### src/logic/smc_pkg.sv
// constants for the maintenance and device-information command logic
// assumes a separate i2c slave front end that decodes pointer and read-byte events
//
// Contract
// RULE1 - pointer 0x5607 with no data phase starts a manual fan cleaning cycle
// RULE2 - manual cleaning starts only in measuring state, ignored in any other state
// RULE3 - each identification string is at most 32 characters including the null
// RULE4 - pointer 0xD025 selects article code, 0xD033 serial number, then reads return it
// RULE5 - characters go out in ascending pairs, each pair then checksum, 48 bytes total
// RULE6 - software reset returns all state and settings to power-on values
// RULE7 - software reset is pointer 0xD304 with no write or read data phase
// RULE8 - cleaning drives fan at maximum for 10 seconds then back to normal
// RULE9 - measurement results are not updated while a cleaning cycle runs
// RULE10 - after power-up or software reset the device is idle, not measuring
// RULE11 - checksum byte is crc-8 over the two preceding data bytes
package smc_pkg;
	localparam logic [15:0] PTR_FAN_CLEAN = 16'h5607;
	localparam logic [15:0] PTR_ART_CODE = 16'hD025;
	localparam logic [15:0] PTR_SERIAL = 16'hD033;
	localparam logic [15:0] PTR_SOFT_RESET = 16'hD304;

	// string layout: character 0 in the top byte
	localparam int STR_CHARS = 32;
	localparam int STR_BITS = STR_CHARS * 8;
	localparam logic [4:0] STR_LAST_CHAR = 5'h1F;
	localparam logic [4:0] STR_PAIR_STEP = 5'h02;
	localparam logic [4:0] STR_FIRST_CHAR = 5'h00;
	localparam logic [4:0] STR_NEXT_CHAR = 5'h01;
	localparam logic [7:0] NULL_CHAR = 8'h00;
	localparam logic [7:0] IDLE_BYTE = 8'h00;

	// position of a byte inside a character pair group
	localparam logic [1:0] POS_CHAR_A = 2'h0;
	localparam logic [1:0] POS_CHAR_B = 2'h1;
	localparam logic [1:0] POS_CRC = 2'h2;

	// crc-8 of the pointer protocol
	localparam logic [7:0] CRC_POLY = 8'h31;
	localparam logic [7:0] CRC_INIT = 8'hFF;

	// cleaning time
	localparam int CLK_HZ = 25_000_000;
	localparam int CLEAN_TIME_S = 10;
	localparam int CLEAN_CYCLES_DFLT = CLEAN_TIME_S * CLK_HZ;
	localparam logic [31:0] CNT_ZERO = 32'h0000_0000;
	localparam logic [31:0] CNT_ONE = 32'h0000_0001;

	// identification strings: arbitrary neutral values
	localparam logic [STR_BITS-1:0] ART_CODE_DFLT = {"ART-0000-TEST", 152'h0};
	localparam logic [STR_BITS-1:0] SERIAL_DFLT = {"SN00000000000001", 128'h0};

	typedef enum logic [2:0] {
		ST_IDLE = 3'b001,
		ST_MEAS = 3'b010,
		ST_CLEAN = 3'b100
	} smc_state_e;

	typedef enum logic [1:0] {
		SEL_NONE = 2'h0,
		SEL_ART = 2'h1,
		SEL_SER = 2'h2
	} smc_sel_e;
endpackage

### src/logic/smc_crc8.sv
// crc-8 over two data bytes, purely combinational
// assumes msb-first processing, no final xor
`timescale 1ns/100ps
module smc_crc8
	import smc_pkg::*;
(
	// data
	input wire logic [7:0] i_byte_a,
	input wire logic [7:0] i_byte_b,
	// result
	output logic [7:0] o_crc
);
	import smc_pkg::*;

	always_comb
	begin
		logic [7:0] crc;
		logic [15:0] data;
		crc = CRC_INIT;
		data = {i_byte_a, i_byte_b};
		for (int i = 15; i >= 0; i--)
		begin
			if (crc[7] ^ data[i])
				crc = {crc[6:0], 1'b0} ^ CRC_POLY; // RULE11
			else
				crc = {crc[6:0], 1'b0};
		end
		o_crc = crc;
	end
endmodule

### src/logic/smc_cmd.sv
// maintenance and device-information command interpreter
// assumes the i2c front end gives one strobe per pointer set and one per read byte,
// and decodes start/stop measurement itself, passing them as pulses
// cleaning time is counted in clocks, so CLEAN_CYCLES has to follow the clock rate
`timescale 1ns/100ps
module smc_cmd
	import smc_pkg::*;
#(
	parameter int unsigned CLEAN_CYCLES = CLEAN_CYCLES_DFLT,
	parameter logic [STR_BITS-1:0] ART_CODE = ART_CODE_DFLT,
	parameter logic [STR_BITS-1:0] SERIAL = SERIAL_DFLT
)
(
	// clock and reset
	input wire logic I_CLK,
	input wire logic I_RST_N,
	// pointer set from the i2c front end
	input wire logic I_PTR_STROBE,
	input wire logic [15:0] I_PTR,
	input wire logic I_PTR_NODATA,
	// read byte request and answer
	input wire logic I_RD_REQ,
	output logic O_RD_VALID,
	output logic [7:0] O_RD_DATA,
	// measurement mode control from other decoders
	input wire logic I_MEAS_START,
	input wire logic I_MEAS_STOP,
	// device state
	output logic O_MEASURING,
	output logic O_FAN_MAX,
	output logic O_RESULT_HOLD,
	output logic O_SOFT_RESET
);
	import smc_pkg::*;

	typedef struct packed {
		smc_state_e st;
		logic [31:0] clean_cnt;
		smc_sel_e sel;
		logic [1:0] pos;
		logic [4:0] chr;
		logic str_done;
		logic rd_valid;
		logic [7:0] rd_data;
		logic meas_on;
		logic fan_max;
		logic hold;
		logic soft_rst;
	} smc_regs_s;

	localparam smc_regs_s REGS_RESET = '{
		st: ST_IDLE,
		clean_cnt: CNT_ZERO,
		sel: SEL_NONE,
		pos: POS_CHAR_A,
		chr: STR_FIRST_CHAR,
		str_done: 1'b0,
		rd_valid: 1'b0,
		rd_data: IDLE_BYTE,
		meas_on: 1'b0,
		fan_max: 1'b0,
		hold: 1'b0,
		soft_rst: 1'b0
	};
	localparam logic [31:0] CLEAN_LOAD = 32'(CLEAN_CYCLES);

	smc_regs_s r;
	smc_regs_s next_r;
	logic [7:0] char_a;
	logic [7:0] char_b;
	logic [7:0] pair_crc;
	logic [4:0] chr_b;

	// character fetch; the last slot is forced to null so the limit holds
	function automatic logic [7:0] get_char(input smc_sel_e sel, input logic [4:0] idx);
		logic [7:0] c;
		c = NULL_CHAR;
		if (sel == SEL_ART)
			c = ART_CODE[STR_BITS-1-8*idx -: 8]; // RULE4
		else if (sel == SEL_SER)
			c = SERIAL[STR_BITS-1-8*idx -: 8]; // RULE4
		if (idx == STR_LAST_CHAR)
			c = NULL_CHAR; // RULE3
		return c;
	endfunction

	assign chr_b = r.chr + STR_NEXT_CHAR;
	assign char_a = get_char(r.sel, r.chr);
	assign char_b = get_char(r.sel, chr_b);

	smc_crc8 u_crc
	(
		.i_byte_a(char_a),
		.i_byte_b(char_b),
		.o_crc(pair_crc)
	);

	always_comb
	begin
		logic cmd_clean;
		logic cmd_reset;
		cmd_clean = I_PTR_STROBE && I_PTR_NODATA && (I_PTR == PTR_FAN_CLEAN); // RULE1
		cmd_reset = I_PTR_STROBE && I_PTR_NODATA && (I_PTR == PTR_SOFT_RESET); // RULE7
		next_r = r;
		next_r.rd_valid = 1'b0;
		next_r.soft_rst = 1'b0;

		// measurement state
		case (r.st)
			ST_IDLE:
			begin
				// clean requests are dropped here: only measuring may clean
				if (I_MEAS_START)
					next_r.st = ST_MEAS;
			end
			ST_MEAS:
			begin
				if (I_MEAS_STOP)
					next_r.st = ST_IDLE;
				else if (cmd_clean)
				begin
					next_r.st = ST_CLEAN; // RULE2
					next_r.clean_cnt = CLEAN_LOAD;
				end
			end
			ST_CLEAN:
			begin
				// a second clean request is ignored, the cycle is not restarted
				// a stop aborts the cycle; the fan must not keep running in idle
				if (I_MEAS_STOP)
				begin
					next_r.st = ST_IDLE;
					next_r.clean_cnt = CNT_ZERO;
				end
				else if (r.clean_cnt <= CNT_ONE)
				begin
					next_r.st = ST_MEAS; // RULE8
					next_r.clean_cnt = CNT_ZERO;
				end
				else
					next_r.clean_cnt = r.clean_cnt - CNT_ONE; // RULE8
			end
			default:
				next_r.st = ST_IDLE;
		endcase

		// a read in the same cycle as a strobe is dropped and gets no answer
		// string selection restarts at character 0
		if (I_PTR_STROBE)
		begin
			next_r.pos = POS_CHAR_A;
			next_r.chr = STR_FIRST_CHAR;
			next_r.str_done = 1'b0;
			if (I_PTR == PTR_ART_CODE)
				next_r.sel = SEL_ART; // RULE4
			else if (I_PTR == PTR_SERIAL)
				next_r.sel = SEL_SER; // RULE4
			else
				next_r.sel = SEL_NONE;
		end
		else if (I_RD_REQ)
		begin
			next_r.rd_valid = 1'b1;
			next_r.rd_data = IDLE_BYTE;
			if ((r.sel != SEL_NONE) && !r.str_done)
			begin
				case (r.pos)
					POS_CHAR_A:
					begin
						next_r.rd_data = char_a; // RULE5
						next_r.pos = POS_CHAR_B;
					end
					POS_CHAR_B:
					begin
						next_r.rd_data = char_b; // RULE5
						next_r.pos = POS_CRC;
					end
					POS_CRC:
					begin
						next_r.rd_data = pair_crc; // RULE11
						next_r.pos = POS_CHAR_A;
						if (chr_b == STR_LAST_CHAR)
							next_r.str_done = 1'b1; // RULE5
						else
							next_r.chr = r.chr + STR_PAIR_STEP; // RULE5
					end
					default:
					begin
						// unused code: realign to a pair start rather than stall
						next_r.pos = POS_CHAR_A;
					end
				endcase
			end
		end

		next_r.meas_on = (next_r.st != ST_IDLE);
		next_r.fan_max = (next_r.st == ST_CLEAN); // RULE8
		next_r.hold = (next_r.st == ST_CLEAN); // RULE9

		// software reset wins over everything and restores power-on values
		if (cmd_reset)
		begin
			next_r = REGS_RESET; // RULE6 RULE10
			next_r.soft_rst = 1'b1; // RULE6
		end
	end

	always_ff @(posedge I_CLK or negedge I_RST_N)
	begin
		if (!I_RST_N)
			r <= REGS_RESET; // RULE10
		else
			r <= next_r;
	end

	assign O_RD_VALID = r.rd_valid;
	assign O_RD_DATA = r.rd_data;
	assign O_MEASURING = r.meas_on;
	assign O_FAN_MAX = r.fan_max;
	assign O_RESULT_HOLD = r.hold;
	assign O_SOFT_RESET = r.soft_rst;
endmodule

### config.mk
export PLATFORM = sky130hd
export DESIGN_NAME = smc_cmd
export DESIGN_NICKNAME = d
export VERILOG_FILES = /design/src/logic/smc_pkg.sv /design/src/logic/smc_crc8.sv /design/src/logic/smc_cmd.sv
export SDC_FILE = /design/constraint.sdc
export NUM_CORES = 1
export LEC_CHECK = 0
export BUFFER_PORTS_ARGS = -buffer_cell sky130_fd_sc_hd__buf_2
export CORE_MARGIN = 5
export CORE_UTILIZATION = 55
export DETAILED_ROUTE_END_ITERATION = 12
export GPL_TIMING_DRIVEN = 0
export PLACE_DENSITY = 0.78
export SYNTH_ARGS = -nofsm -noshare
export SYNTH_HDL_FRONTEND = slang
export SYNTH_SLANG_ARGS = --single-unit
### constraint.sdc
create_clock -name I_CLK -period 3 [get_ports I_CLK]
set_input_delay 0.3 -clock I_CLK [delete_from_list [all_inputs] [get_ports I_CLK]]
set_output_delay 0.3 -clock I_CLK [all_outputs]
set_load 0.05 [all_outputs]
# Word-level counts from Yosys, hierarchy flattened
# Cells that the tools add are included.
[word_totals]
romBits = 0
mem_bits_rw = 0
n_memories = 0
out_inout_bits = 13
word_cells = 135
ff_bits = 58
latchBits = 0
[classes]
bitwise_logic = 30
div = 0
shift = 4
n_mul = 0
n_lt_le_gt_ge = 1
reduce_logical = 19
n_addsub = 5
mux = 45
n_eq_ne = 19
[op_table]
columns = ["operator", "count"]
rows = [
  ["indexed part select 263 x 33 -> 8 bit (first input constant)", 4],
  ["2-to-1 mux 6 bit", 17],
  ["2-to-1 mux 8 bit", 9],
  ["2-to-1 mux 35 bit", 2],
  ["2-to-1 mux 32 bit", 2],
  ["one-hot mux 32 bit (2 select lines)", 1],
  ["2-to-1 mux 58 bit", 1],
  ["equality test 16 bit (second input constant)", 3],
  ["inverter 3 bit", 15],
  ["less-or-equal comparator 32 x 1 -> 1 bit (second input constant)", 1],
  ["subtractor 32 x 1 -> 32 bit (second input constant)", 1],
  ["one-hot mux 8 bit (3 select lines)", 1],
  ["subtractor 8 x 8 -> 9 bit (first input constant)", 2],
  ["2-to-1 mux 17 bit", 1],
  ["equality test 16 x 15 -> 1 bit (second input constant)", 1],
  ["nonzero test 3 bit", 5],
  ["bitwise XOR 1 bit", 13],
  ["equality test 5 bit (second input constant)", 2],
  ["2-to-1 mux 3 bit", 3],
  ["2-to-1 mux 9 bit", 1],
  ["one-hot mux 3 bit (3 select lines)", 1],
  ["AND reduction 4 bit", 2],
  ["equality test 3 bit (second input constant)", 2],
  ["2-to-1 mux 2 bit", 3],
  ["20 further kinds", 30],
]

# Longest topological paths before layout
# Gate-level depths: netlist (run 1).
[logic_depth]
word_depth = 41
mapped_depth = 11
depth_no_buf = 9

# Hierarchy
# Synthesis (run 1) repeated with hierarchy kept, for this count alone.
[unflattened]
hier_cells = 456
hier_area_um2 = 4127.7
[modules_own_cells]
columns = ["mod", "n_inst", "area_each_um2", "cells_each"]
rows = [
  ["smc_cmd", 1, 3744.8, 422],
  ["smc_crc8", 1, 382.9, 34],
]

# Worst setup path after synthesis (run 1)
# Ideal clock, no wire load.
[synth_path]
kind = "flip-flop to flip-flop"
from = "reg r[16] in the netlist's numbering"
to = "reg r, in the netlist O_RD_DATA[5]"
slack_ns = 0.047
stages_incl_launch_ff = 11
arrival_ns = 2.835
required_time_ns = 2.882
synth_period_minus_slack_ns = 2.953
setup_time_ns = 0.118
path_cell_list = "dfrtp_1 > buf_2 > inv_1 > ha_1 > buf_4 > or4bb_1 > a31oi_2 > xor3_1 > xnor2_1 > xnor3_1 > a21o_1"
[synth_between]
elab_chain_len = 28
word_cells_on_any_way = 64
cone_classes = "add/sub (3); eq/ne (2); shift (4); mux (27); bitwise (28)"
[synth_lines]
columns = ["item", "line", "text"]
rows = [
  ["from (decl)", "smc_cmd.sv:67", "smc_regs_s r;"],
  ["from (signal assigned)", "smc_cmd.sv:213", "r <= next_r;"],
  ["subtractor 8 x 8 -> 9 bit", "smc_cmd.sv:79, smc_cmd.sv:81", ""],
  ["indexed part select 263 x 33 -> 8 bit", "smc_cmd.sv:81", "c = SERIAL[STR_BITS-1-8*idx -: 8];"],
  ["2-to-1 mux 8 bit", "smc_cmd.sv:80", "else if (sel == SEL_SER)"],
  ["2-to-1 mux 8 bit", "smc_cmd.sv:78", "if (sel == SEL_ART)"],
  ["2-to-1 mux 8 bit", "smc_cmd.sv:82", "if (idx == STR_LAST_CHAR)"],
  ["bitwise XOR 1 bit", "smc_crc8.sv:23", "if (crc[7] ^ data[i])"],
  ["2-to-1 mux 6 bit (4 in a row)", "smc_crc8.sv:23", ""],
  ["inverter 3 bit (no line)", "n/a", ""],
  ["[9 not listed]", "n/a", ""],
  ["2-to-1 mux 6 bit", "smc_crc8.sv:23", ""],
  ["inverter 3 bit (no line)", "n/a", ""],
  ["2-to-1 mux 6 bit", "smc_crc8.sv:23", ""],
  ["one-hot mux 8 bit (3 select lines) (*)", "smc_cmd.sv:167", "case (r.pos)"],
  ["2-to-1 mux 8 bit (*)", "smc_cmd.sv:165", "if ((r.sel != SEL_NONE) && !r.str_done)"],
  ["2-to-1 mux 17 bit (*)", "smc_cmd.sv:161", "else if (I_RD_REQ)"],
  ["2-to-1 mux 9 bit (*)", "smc_cmd.sv:149", "if (I_PTR_STROBE)"],
  ["2-to-1 mux 58 bit (*)", "smc_cmd.sv:201", "if (cmd_reset)"],
]
# Every way passes the cells marked *; elsewhere a longest branch is shown, timed or not. The select of a mux whose other input is x is not followed.
# A chain may end at the register's enable or synchronous reset.

# Worst setup path after layout (run 1)
# Same ends and word-level chain as after synthesis.

==> flow_summary.ini, run 1 <==
[worst_setup_path]
r2r-end = O_RD_DATA[5]
startpoint_type = register
crit_type = reg -> reg
slowest_stage = xor3_2
reg2reg_from = r[16]
crit_chain = buf_6 > inv_4 > ha_1 > buf_6 > or4bb_4 > a31oi_4 > xor3_2 > xnor2_4 > xnor3_1 > a21o_1
cp_max_fo = 10
cp_common_cell = buf_6
slowest_delay_ps = 540
worstPathArrival_ps = 3110
reg2reg_depth = 10
worstSetupEndpointType = register
critPathRequiredTime_ps = 3210
r2r_setup_slack_ps = 100

[placed_design]
port_buffers = 35
place_congestion = 0.9307
dpl_worst_slack_ps = -321.6
dpl-instance-area_sq_um = 4313
hpwlAfterDp_um = 6963

[yosys]
synth_ff_type = dfrtp_1
yosysSeqAreaShare = 0.3494
synth_cells = 468
syn_area_per_cell_sq_um = 8.577
syn_area_sq_um = 4014
ys_ff_latch = 56
synthArstFlopShare = 1.000
yosysWarnings = 0
syn-num-nets = 499
ys_types = 73
synth_edf_count = 0

[routing]
vias = 3656
first_pass_iters = 5
drt_drc_violations_left = 0
finalWirelength_um = 9671
ant_nets = 0
dr.first_iter.drc_count = 282
drt-wirelength-per-cell_um = 15.70
via_per_inst = 5.935

[floorplan]
die_w_um = 95.43
core_sq_um = 7176
start_util = 0.5594
fp-row-count = 31
die_area_sq_um = 9106
ios = 36
dieHeight_um = 95.43

[sta]
rsz0062_at_grt = no
setup_ws_ps = 103.9
finalHoldViolations = 0
fmax_ghz = 0.3453
fin_skew_ps = 14.12
period_needed_ps = 2896
worst_pin_slew_ps = 709.0
setup-violations-final = 0
drv_slew = 0
finalCritPeriodShare = 0.9654
relSlewSlack = 0.5273

[power_and_ir_drop]
clock_power_share = 0.308
switching_share = 0.2661
internal_power_uw = 996.5
p_sw_uw = 361.3
cellPowerDensity_nw_per_um2 = 301.3
combPwrFrac = 0.094
ir_worst_vdd_mv = 0.2597
power.leakage_uw = 0.001823
power_frac_seq = 0.597

[grt]
grt-ovfl-total = 0
grt_usage = 0.2252
grt_max_degree = 57
grt_pass1_vias = 3416
antenna_found_initial = 0
grt_first_pass_wirelength_um = 16400

[status]
status = finished, final reports clean

[clocking]
cts.htree.levels = 2
clock_path_buffers = 2
numClockSinks = 56
cts_root_buf = clkbuf_8
cts_tree = done
clk_pin_slew_worst_paths_ps = 100
numCtsBuffers = 5
clock_latency_ps = 320

[layout]
drive_gt1_frac = 0.1857
fin_nets = 547
fin_area_sq_um = 4507
areaGrowthSynthToFinish_pct = 12.28
fillerInstances = 608
antenna_cells = 0

[run]
maxCapViolations = 0

[min_path]
hp-class = in -> async
-- what timing repair did --
| action | in CTS | in global routing |
|---|---|---|
| cloned | 0 | 0 |
| endpoints found under the setup margin | 5 | 3 |
| hold buffers | 0 | 0 |
| buffers inserted | 0 | 6 |
| pin swaps | 2 | 4 |
| resized for setup | 9 | 6 |
| endpoints found under the hold margin | 0 | 0 |
-- power by group through the flow --
stage	clock, uW	sequential (uW)	combinational [uW]
2_1_floorplan	0	834	61.3
3_3_place_gp	0	824	124
3_5_place_dp	0	826	128
4_1_cts	425	811	129
5_1_grt	444	815	144
6_report	418	811	128
-- cell usage in the layout (no fill, tap or decap), types with 5 or more instances in the layout --
cell,netlist,routed
inv_1,11,9
dfrtp_1,55,54
xor2_1,12,12
o21ai_0,39,39
clkbuf_8,0,5
nand2b_1,8,8
nor2b_1,7,7
a21oi_1,22,22
a22oi_1,8,8
clkbuf_1,11,13
xnor2_1,24,23
nor3_1,25,25
buf_4,14,20
buf_2,5,38
or2_2,5,5
nor4_1,18,18
ha_1,8,8
nand3_1,12,12
or3_1,6,6
or4_1,5,5
nand2_1,27,27
nor2_1,58,58
-- worst max-delay path by stage --
stage | from | to | slack, ps
after floorplan | r[16] | O_RD_DATA[5] | 50
after global placement | r[16] | O_RD_DATA[5] | -240
after detailed placement | r[16] | O_RD_DATA[5] | -320
after CTS | r[16] | O_RD_DATA[1] | 9
after global routing | r[16] | O_RD_DATA[5] | 8
final | r[16] | O_RD_DATA[5] | 100
-- synth_stat cells, drive strengths merged (4+ instances only) --
cell	n	share of area
or2	6	0.0094
nor3	25	0.031
ha	8	0.025
buf	20	0.035
a21oi	22	0.027
dfrtp	55	0.34
nand3b	4	0.0075
o21ai	41	0.051
nor2b	8	0.013
or3b	4	0.0094
clkbuf	11	0.010
or3	7	0.012
a31oi	5	0.0094
or4	7	0.015
nand2	27	0.025
o21a	4	0.0075
nand3	12	0.015
nand2b	8	0.012
inv	11	0.010
nor2	58	0.054
xor2	12	0.026
xnor2	24	0.052
mux2i	4	0.010
nor4	19	0.031
a22oi	8	0.015
-- kinds of logic (layout without fill, tap and decap cells) --
family | count (synthesis) | count (layout) | synth area share
AOI/OAI and AO/OA | 103 | 103 | 0.1624
xor gates and xnor gates | 39 | 39 | 0.09570
adders and majority gates | 8 | 8 | 0.02494
buffers and inverters | 42 | 91 | 0.05580
DFF | 56 | 56 | 0.3494
muxes | 5 | 5 | 0.01278
other | 1 | 1 | 0.0009343
and+or+nand+nor | 214 | 214 | 0.2980
-- cell type report --
| cell class | count | area, sq um | area share |
|---|---|---|---|
| tap | 99 | 123.9 | 0.02748 |
| clock inverter | 1 | 8.758 | 0.001943 |
| inverter | 11 | 43.79 | 0.009717 |
| multi-input combinational | 370 | 2435 | 0.5403 |
| clock buffer | 7 | 76.32 | 0.01694 |
| timing repair buffer | 41 | 222.7 | 0.04942 |
| sequential | 56 | 1404 | 0.3115 |
| buffer | 31 | 192.7 | 0.04275 |
-- per-layer routing --
layer	global-route usage	wire, um
met1	0.3456	4707
met2	0.3370	4305
met3	0.02684	518
met4	0.05806	140
met5	0	0
-- flip-flops by register name, indices dropped and copies added, names as in the netlist --
| register | cells |
|---|---|
| O_RD_DATA | 8 |
| r | 44 |
| O_FAN_MAX | 1 |
| O_SOFT_RESET | 1 |
| O_MEASURING | 1 |
| O_RD_VALID | 1 |
-- critical path: cells and delay by family, from the launching register on --
kind	cells	cell delay [ps]
adder cells (fa/ha/maj)	1	160
flip-flops	1	410
AO/OA/AOI/OAI	2	430
XOR/XNOR	3	970
buffers and inverters	3	340
AND/OR/NAND/NOR	1	500
-- per-stage QoR --
step | hold slack, ps | std cells | setup TNS [ps] | utilization | total power, uW
detailed placement | 479.7 | 602 | -896.8 | 0.6010 | 953.6
floorplan | 4.409 | 468 | 0 | - | 894.8
global placement | 472.9 | 602 | -545.2 | 0.6010 | 948.0
CTS | 269.0 | 610 | 0 | 0.6199 | 1364
finish | 24.50 | 616 | 0 | 0.6281 | 1358
global route | 95.36 | 616 | 0 | 0.6281 | 1404
(Power assumes the default switching activity.)
==> inputs of run 2 (changes only) <==
--- a/config.mk
+++ b/config.mk
@@ -5,12 +5,13 @@
 export SDC_FILE = /design/constraint.sdc
 export NUM_CORES = 1
 export LEC_CHECK = 0
+export ABC_AREA = 1
 export BUFFER_PORTS_ARGS = -buffer_cell sky130_fd_sc_hd__buf_2
 export CORE_MARGIN = 5
 export CORE_UTILIZATION = 55
 export DETAILED_ROUTE_END_ITERATION = 12
 export GPL_TIMING_DRIVEN = 0
-export PLACE_DENSITY = 0.78
+export PLACE_DENSITY = 0.77
 export SYNTH_ARGS = -nofsm -noshare
 export SYNTH_HDL_FRONTEND = slang
 export SYNTH_SLANG_ARGS = --single-unit
==> run 2 against run 1 <==
Core utilization is 0.79 points lower. Sequential cell count stayed put. Register-to-register slack better by 200 ps. Worst setup slack better by 200 ps. Cell area is 6.9% higher. Fmax is 7.5% higher. Sequential share of layout area is 2.0 points lower. Non-clock buffer count is 22 lower. Synthesized cell count is 42% higher. Critical path depth is 1 higher. Routed wire length is 6.3% higher. Global-route usage is 1.0 points lower. Critical path type unchanged. Largest cell class unchanged. Largest power group unchanged.
==> flow_summary.ini, run 2 <==
[worst_setup_path]
crit_type = reg -> reg
critPathRequiredTime_ps = 3200
worstSetupEndpointType = register
worstPathArrival_ps = 2890
startpoint_type = register
cp_max_fo = 10

[clocking]
cts_tree = done
numCtsBuffers = 5
clock_latency_ps = 300
clock_path_buffers = 2
clk_pin_slew_worst_paths_ps = 100
cts_root_buf = clkbuf_8
numClockSinks = 56
hold_buffers = 0
cts.htree.levels = 2

[floorplan]
dieHeight_um = 99.41
start_util = 0.5660
die_w_um = 99.41
core_sq_um = 7767
ios = 36
fp-row-count = 32
die_area_sq_um = 9882

[sta]
fin_skew_ps = 4.357
finalCritPeriodShare = 0.8981
worst_pin_slew_ps = 734.2
period_needed_ps = 2694
setup-violations-final = 0
hold_slack_ps = 30.70
rsz0062_at_grt = no
finalHoldViolations = 0
fin_setup_tns_ps = 0
fmax_ghz = 0.3711
drv_slew = 0
relSlewSlack = 0.5060

[status]
status = finished, final reports clean

[layout]
layout_commonest_cell = nand2_1
antenna_cells = 0
largest_register_ffs = 44
final_cell_mix = nand2_1 (155), inv_1 (87), nor2_1 (84)
fin_nets = 735
regMostFlops = r
fin_area_sq_um = 4817
drive_gt1_frac = 0.1504
areaGrowthSynthToFinish_pct = 9.562

[power_and_ir_drop]
ir_worst_vdd_mv = 0.5345
power.leakage_uw = 0.002558
cellPowerDensity_nw_per_um2 = 555.1

[routing]
via_per_inst = 5.388
vias = 4348
first_pass_iters = 5
drt_drc_violations_left = 0
dr.first_iter.drc_count = 210
finalWirelength_um = 10280
drt-wirelength-per-cell_um = 12.74
ant_nets = 0

[yosys]
yosysMostFrequentCell = nand2_1
yosysWarnings = 0
ys_types = 47
synth_top_area_share = 0.3130
syn_area_sq_um = 4397
synth_top_area_cell = dfrtp_1
ys_ff_latch = 56
ys_top_cells_by_count = nand2_1 (155), inv_1 (87), nor2_1 (84)
syn_area_per_cell_sq_um = 6.632
synthArstFlopShare = 1.000
syn-num-nets = 694
synth_cells = 663
yosys-top-cells-area = dfrtp_1 (31%), nand2_1 (13%), inv_1 (7.4%), nor2_1 (7.2%), nand3_1 (6.4%)
synth_ff_type = dfrtp_1
yosysSeqAreaShare = 0.3190
synth_edf_count = 0

[grt]
grt-ovfl-total = 0
grt_first_pass_wirelength_um = 18000
antenna_found_initial = 0
grt_usage = 0.2151
grt_max_degree = 57
grt_pass1_vias = 4088

[placed_design]
place_congestion = 0.9555
port_buffers = 34
hpwlAfterDp_um = 8127
dpl-instance-area_sq_um = 4695

[run]
maxCapViolations = 0

[min_path]
hp-class = in -> async
==> run 2: changes by cell type in the layout (fill, tap and decap cells not counted), moves of 8 or more <==
cell      before  now
nand2_1       27  155
inv_1          9   87
nand3_1       12   56
nor2_1        58   84
xnor2_1       23    3
nand2_2        0   12
clkbuf_1      13    2
inv_2          1   12
nor4_1        18    8
buf_4         20   11
a22oi_1        8    0
nand2b_1       8    0
==> run 2: cell type report <==
class	instances	area, sq um
fill	734	2950
multi-input combinational	491	2514
tap	102	127.6
timing repair buffer	34	172.7
buffer	16	108.9
inverter	100	380.4
sequential	56	1403
clock inverter	3	42.54
clock buffer	5	68.82
==> run 2: critical path, stage by stage, from the launching register on <==
cell and delay, ps:
dfrtp_1 430, nor4_1 460, o211ai_1 170, nor4_2 330
nand2_1 90, nand2_1 270, inv_2 150, nand3_1 130
nand2_1 150, inv_2 130, buf_4 200, nor2_1 70
==> run 2: timing repair <==
item                                    in CTS  in global routing
resized for setup                            0                  2
buffers inserted                             0                  0
endpoints found under the setup margin       0                 11
==> run 2: logic make-up after synthesis <==
kind of cell | count (synthesis) | share of synthesized area
AOI/OAI and AO/OA | 90 | 0.1144
xor gates and xnor gates | 16 | 0.03187
adders and majority gates | 8 | 0.02277
buffers and inverters | 116 | 0.1113
DFF | 56 | 0.3190
other | 1 | 0.0008529
and+or+nand+nor | 376 | 0.3998
==> run 2: worst paths after layout <==
path / start / endpoint / slack (ps) / cells after the start
worst max-delay path: r[52] / r[29] / 310 / 11
worst min-delay path: I_RST_N / r[48] / 30 / 1
worst max register to register: r[52] / r[29] / 310 / 11
worst min register to register: O_RD_DATA[5] / O_RD_DATA[5] / 490 / 2
max in group asynchronous: I_RST_N / r[56] / 2490 / 1
min in group I_CLK: I_PTR[6] / r[21] / 290 / 4
==> run 2: report_power, final <==
group / switching (uW) / internal, uW / leakage [uW]
Combinational: 701 / 367 / 0.00177
Sequential: 176 / 941 / 0.000733
Clock: 241 / 247 / 0.0000541
Total: 1120 / 1560 / 0.00256
==> run 2: per-layer routing <==
layer	vias up	track usage	wire, um
met1	1980	0.3124	4993
met3	11	0.02945	637
met5	-	0	0
met2	138	0.3492	4579
li1	2219	-	-
met4	0	0.03361	73
==> run 2: through the flow <==
| stage | cells | util | worst slack, ps | power (uW) |
|---|---|---|---|---|
| finish | 807 | 0.6202 | 305.6 | 2674 |
| global route | 807 | 0.6202 | 37.48 | 2898 |
| CTS | 807 | 0.6187 | 132.3 | 2682 |
| detailed placement | 799 | 0.6044 | 150.8 | 2178 |
| global placement | 799 | 0.6044 | 157.2 | 2146 |
| floorplan | 663 | - | 704.0 | 1913 |
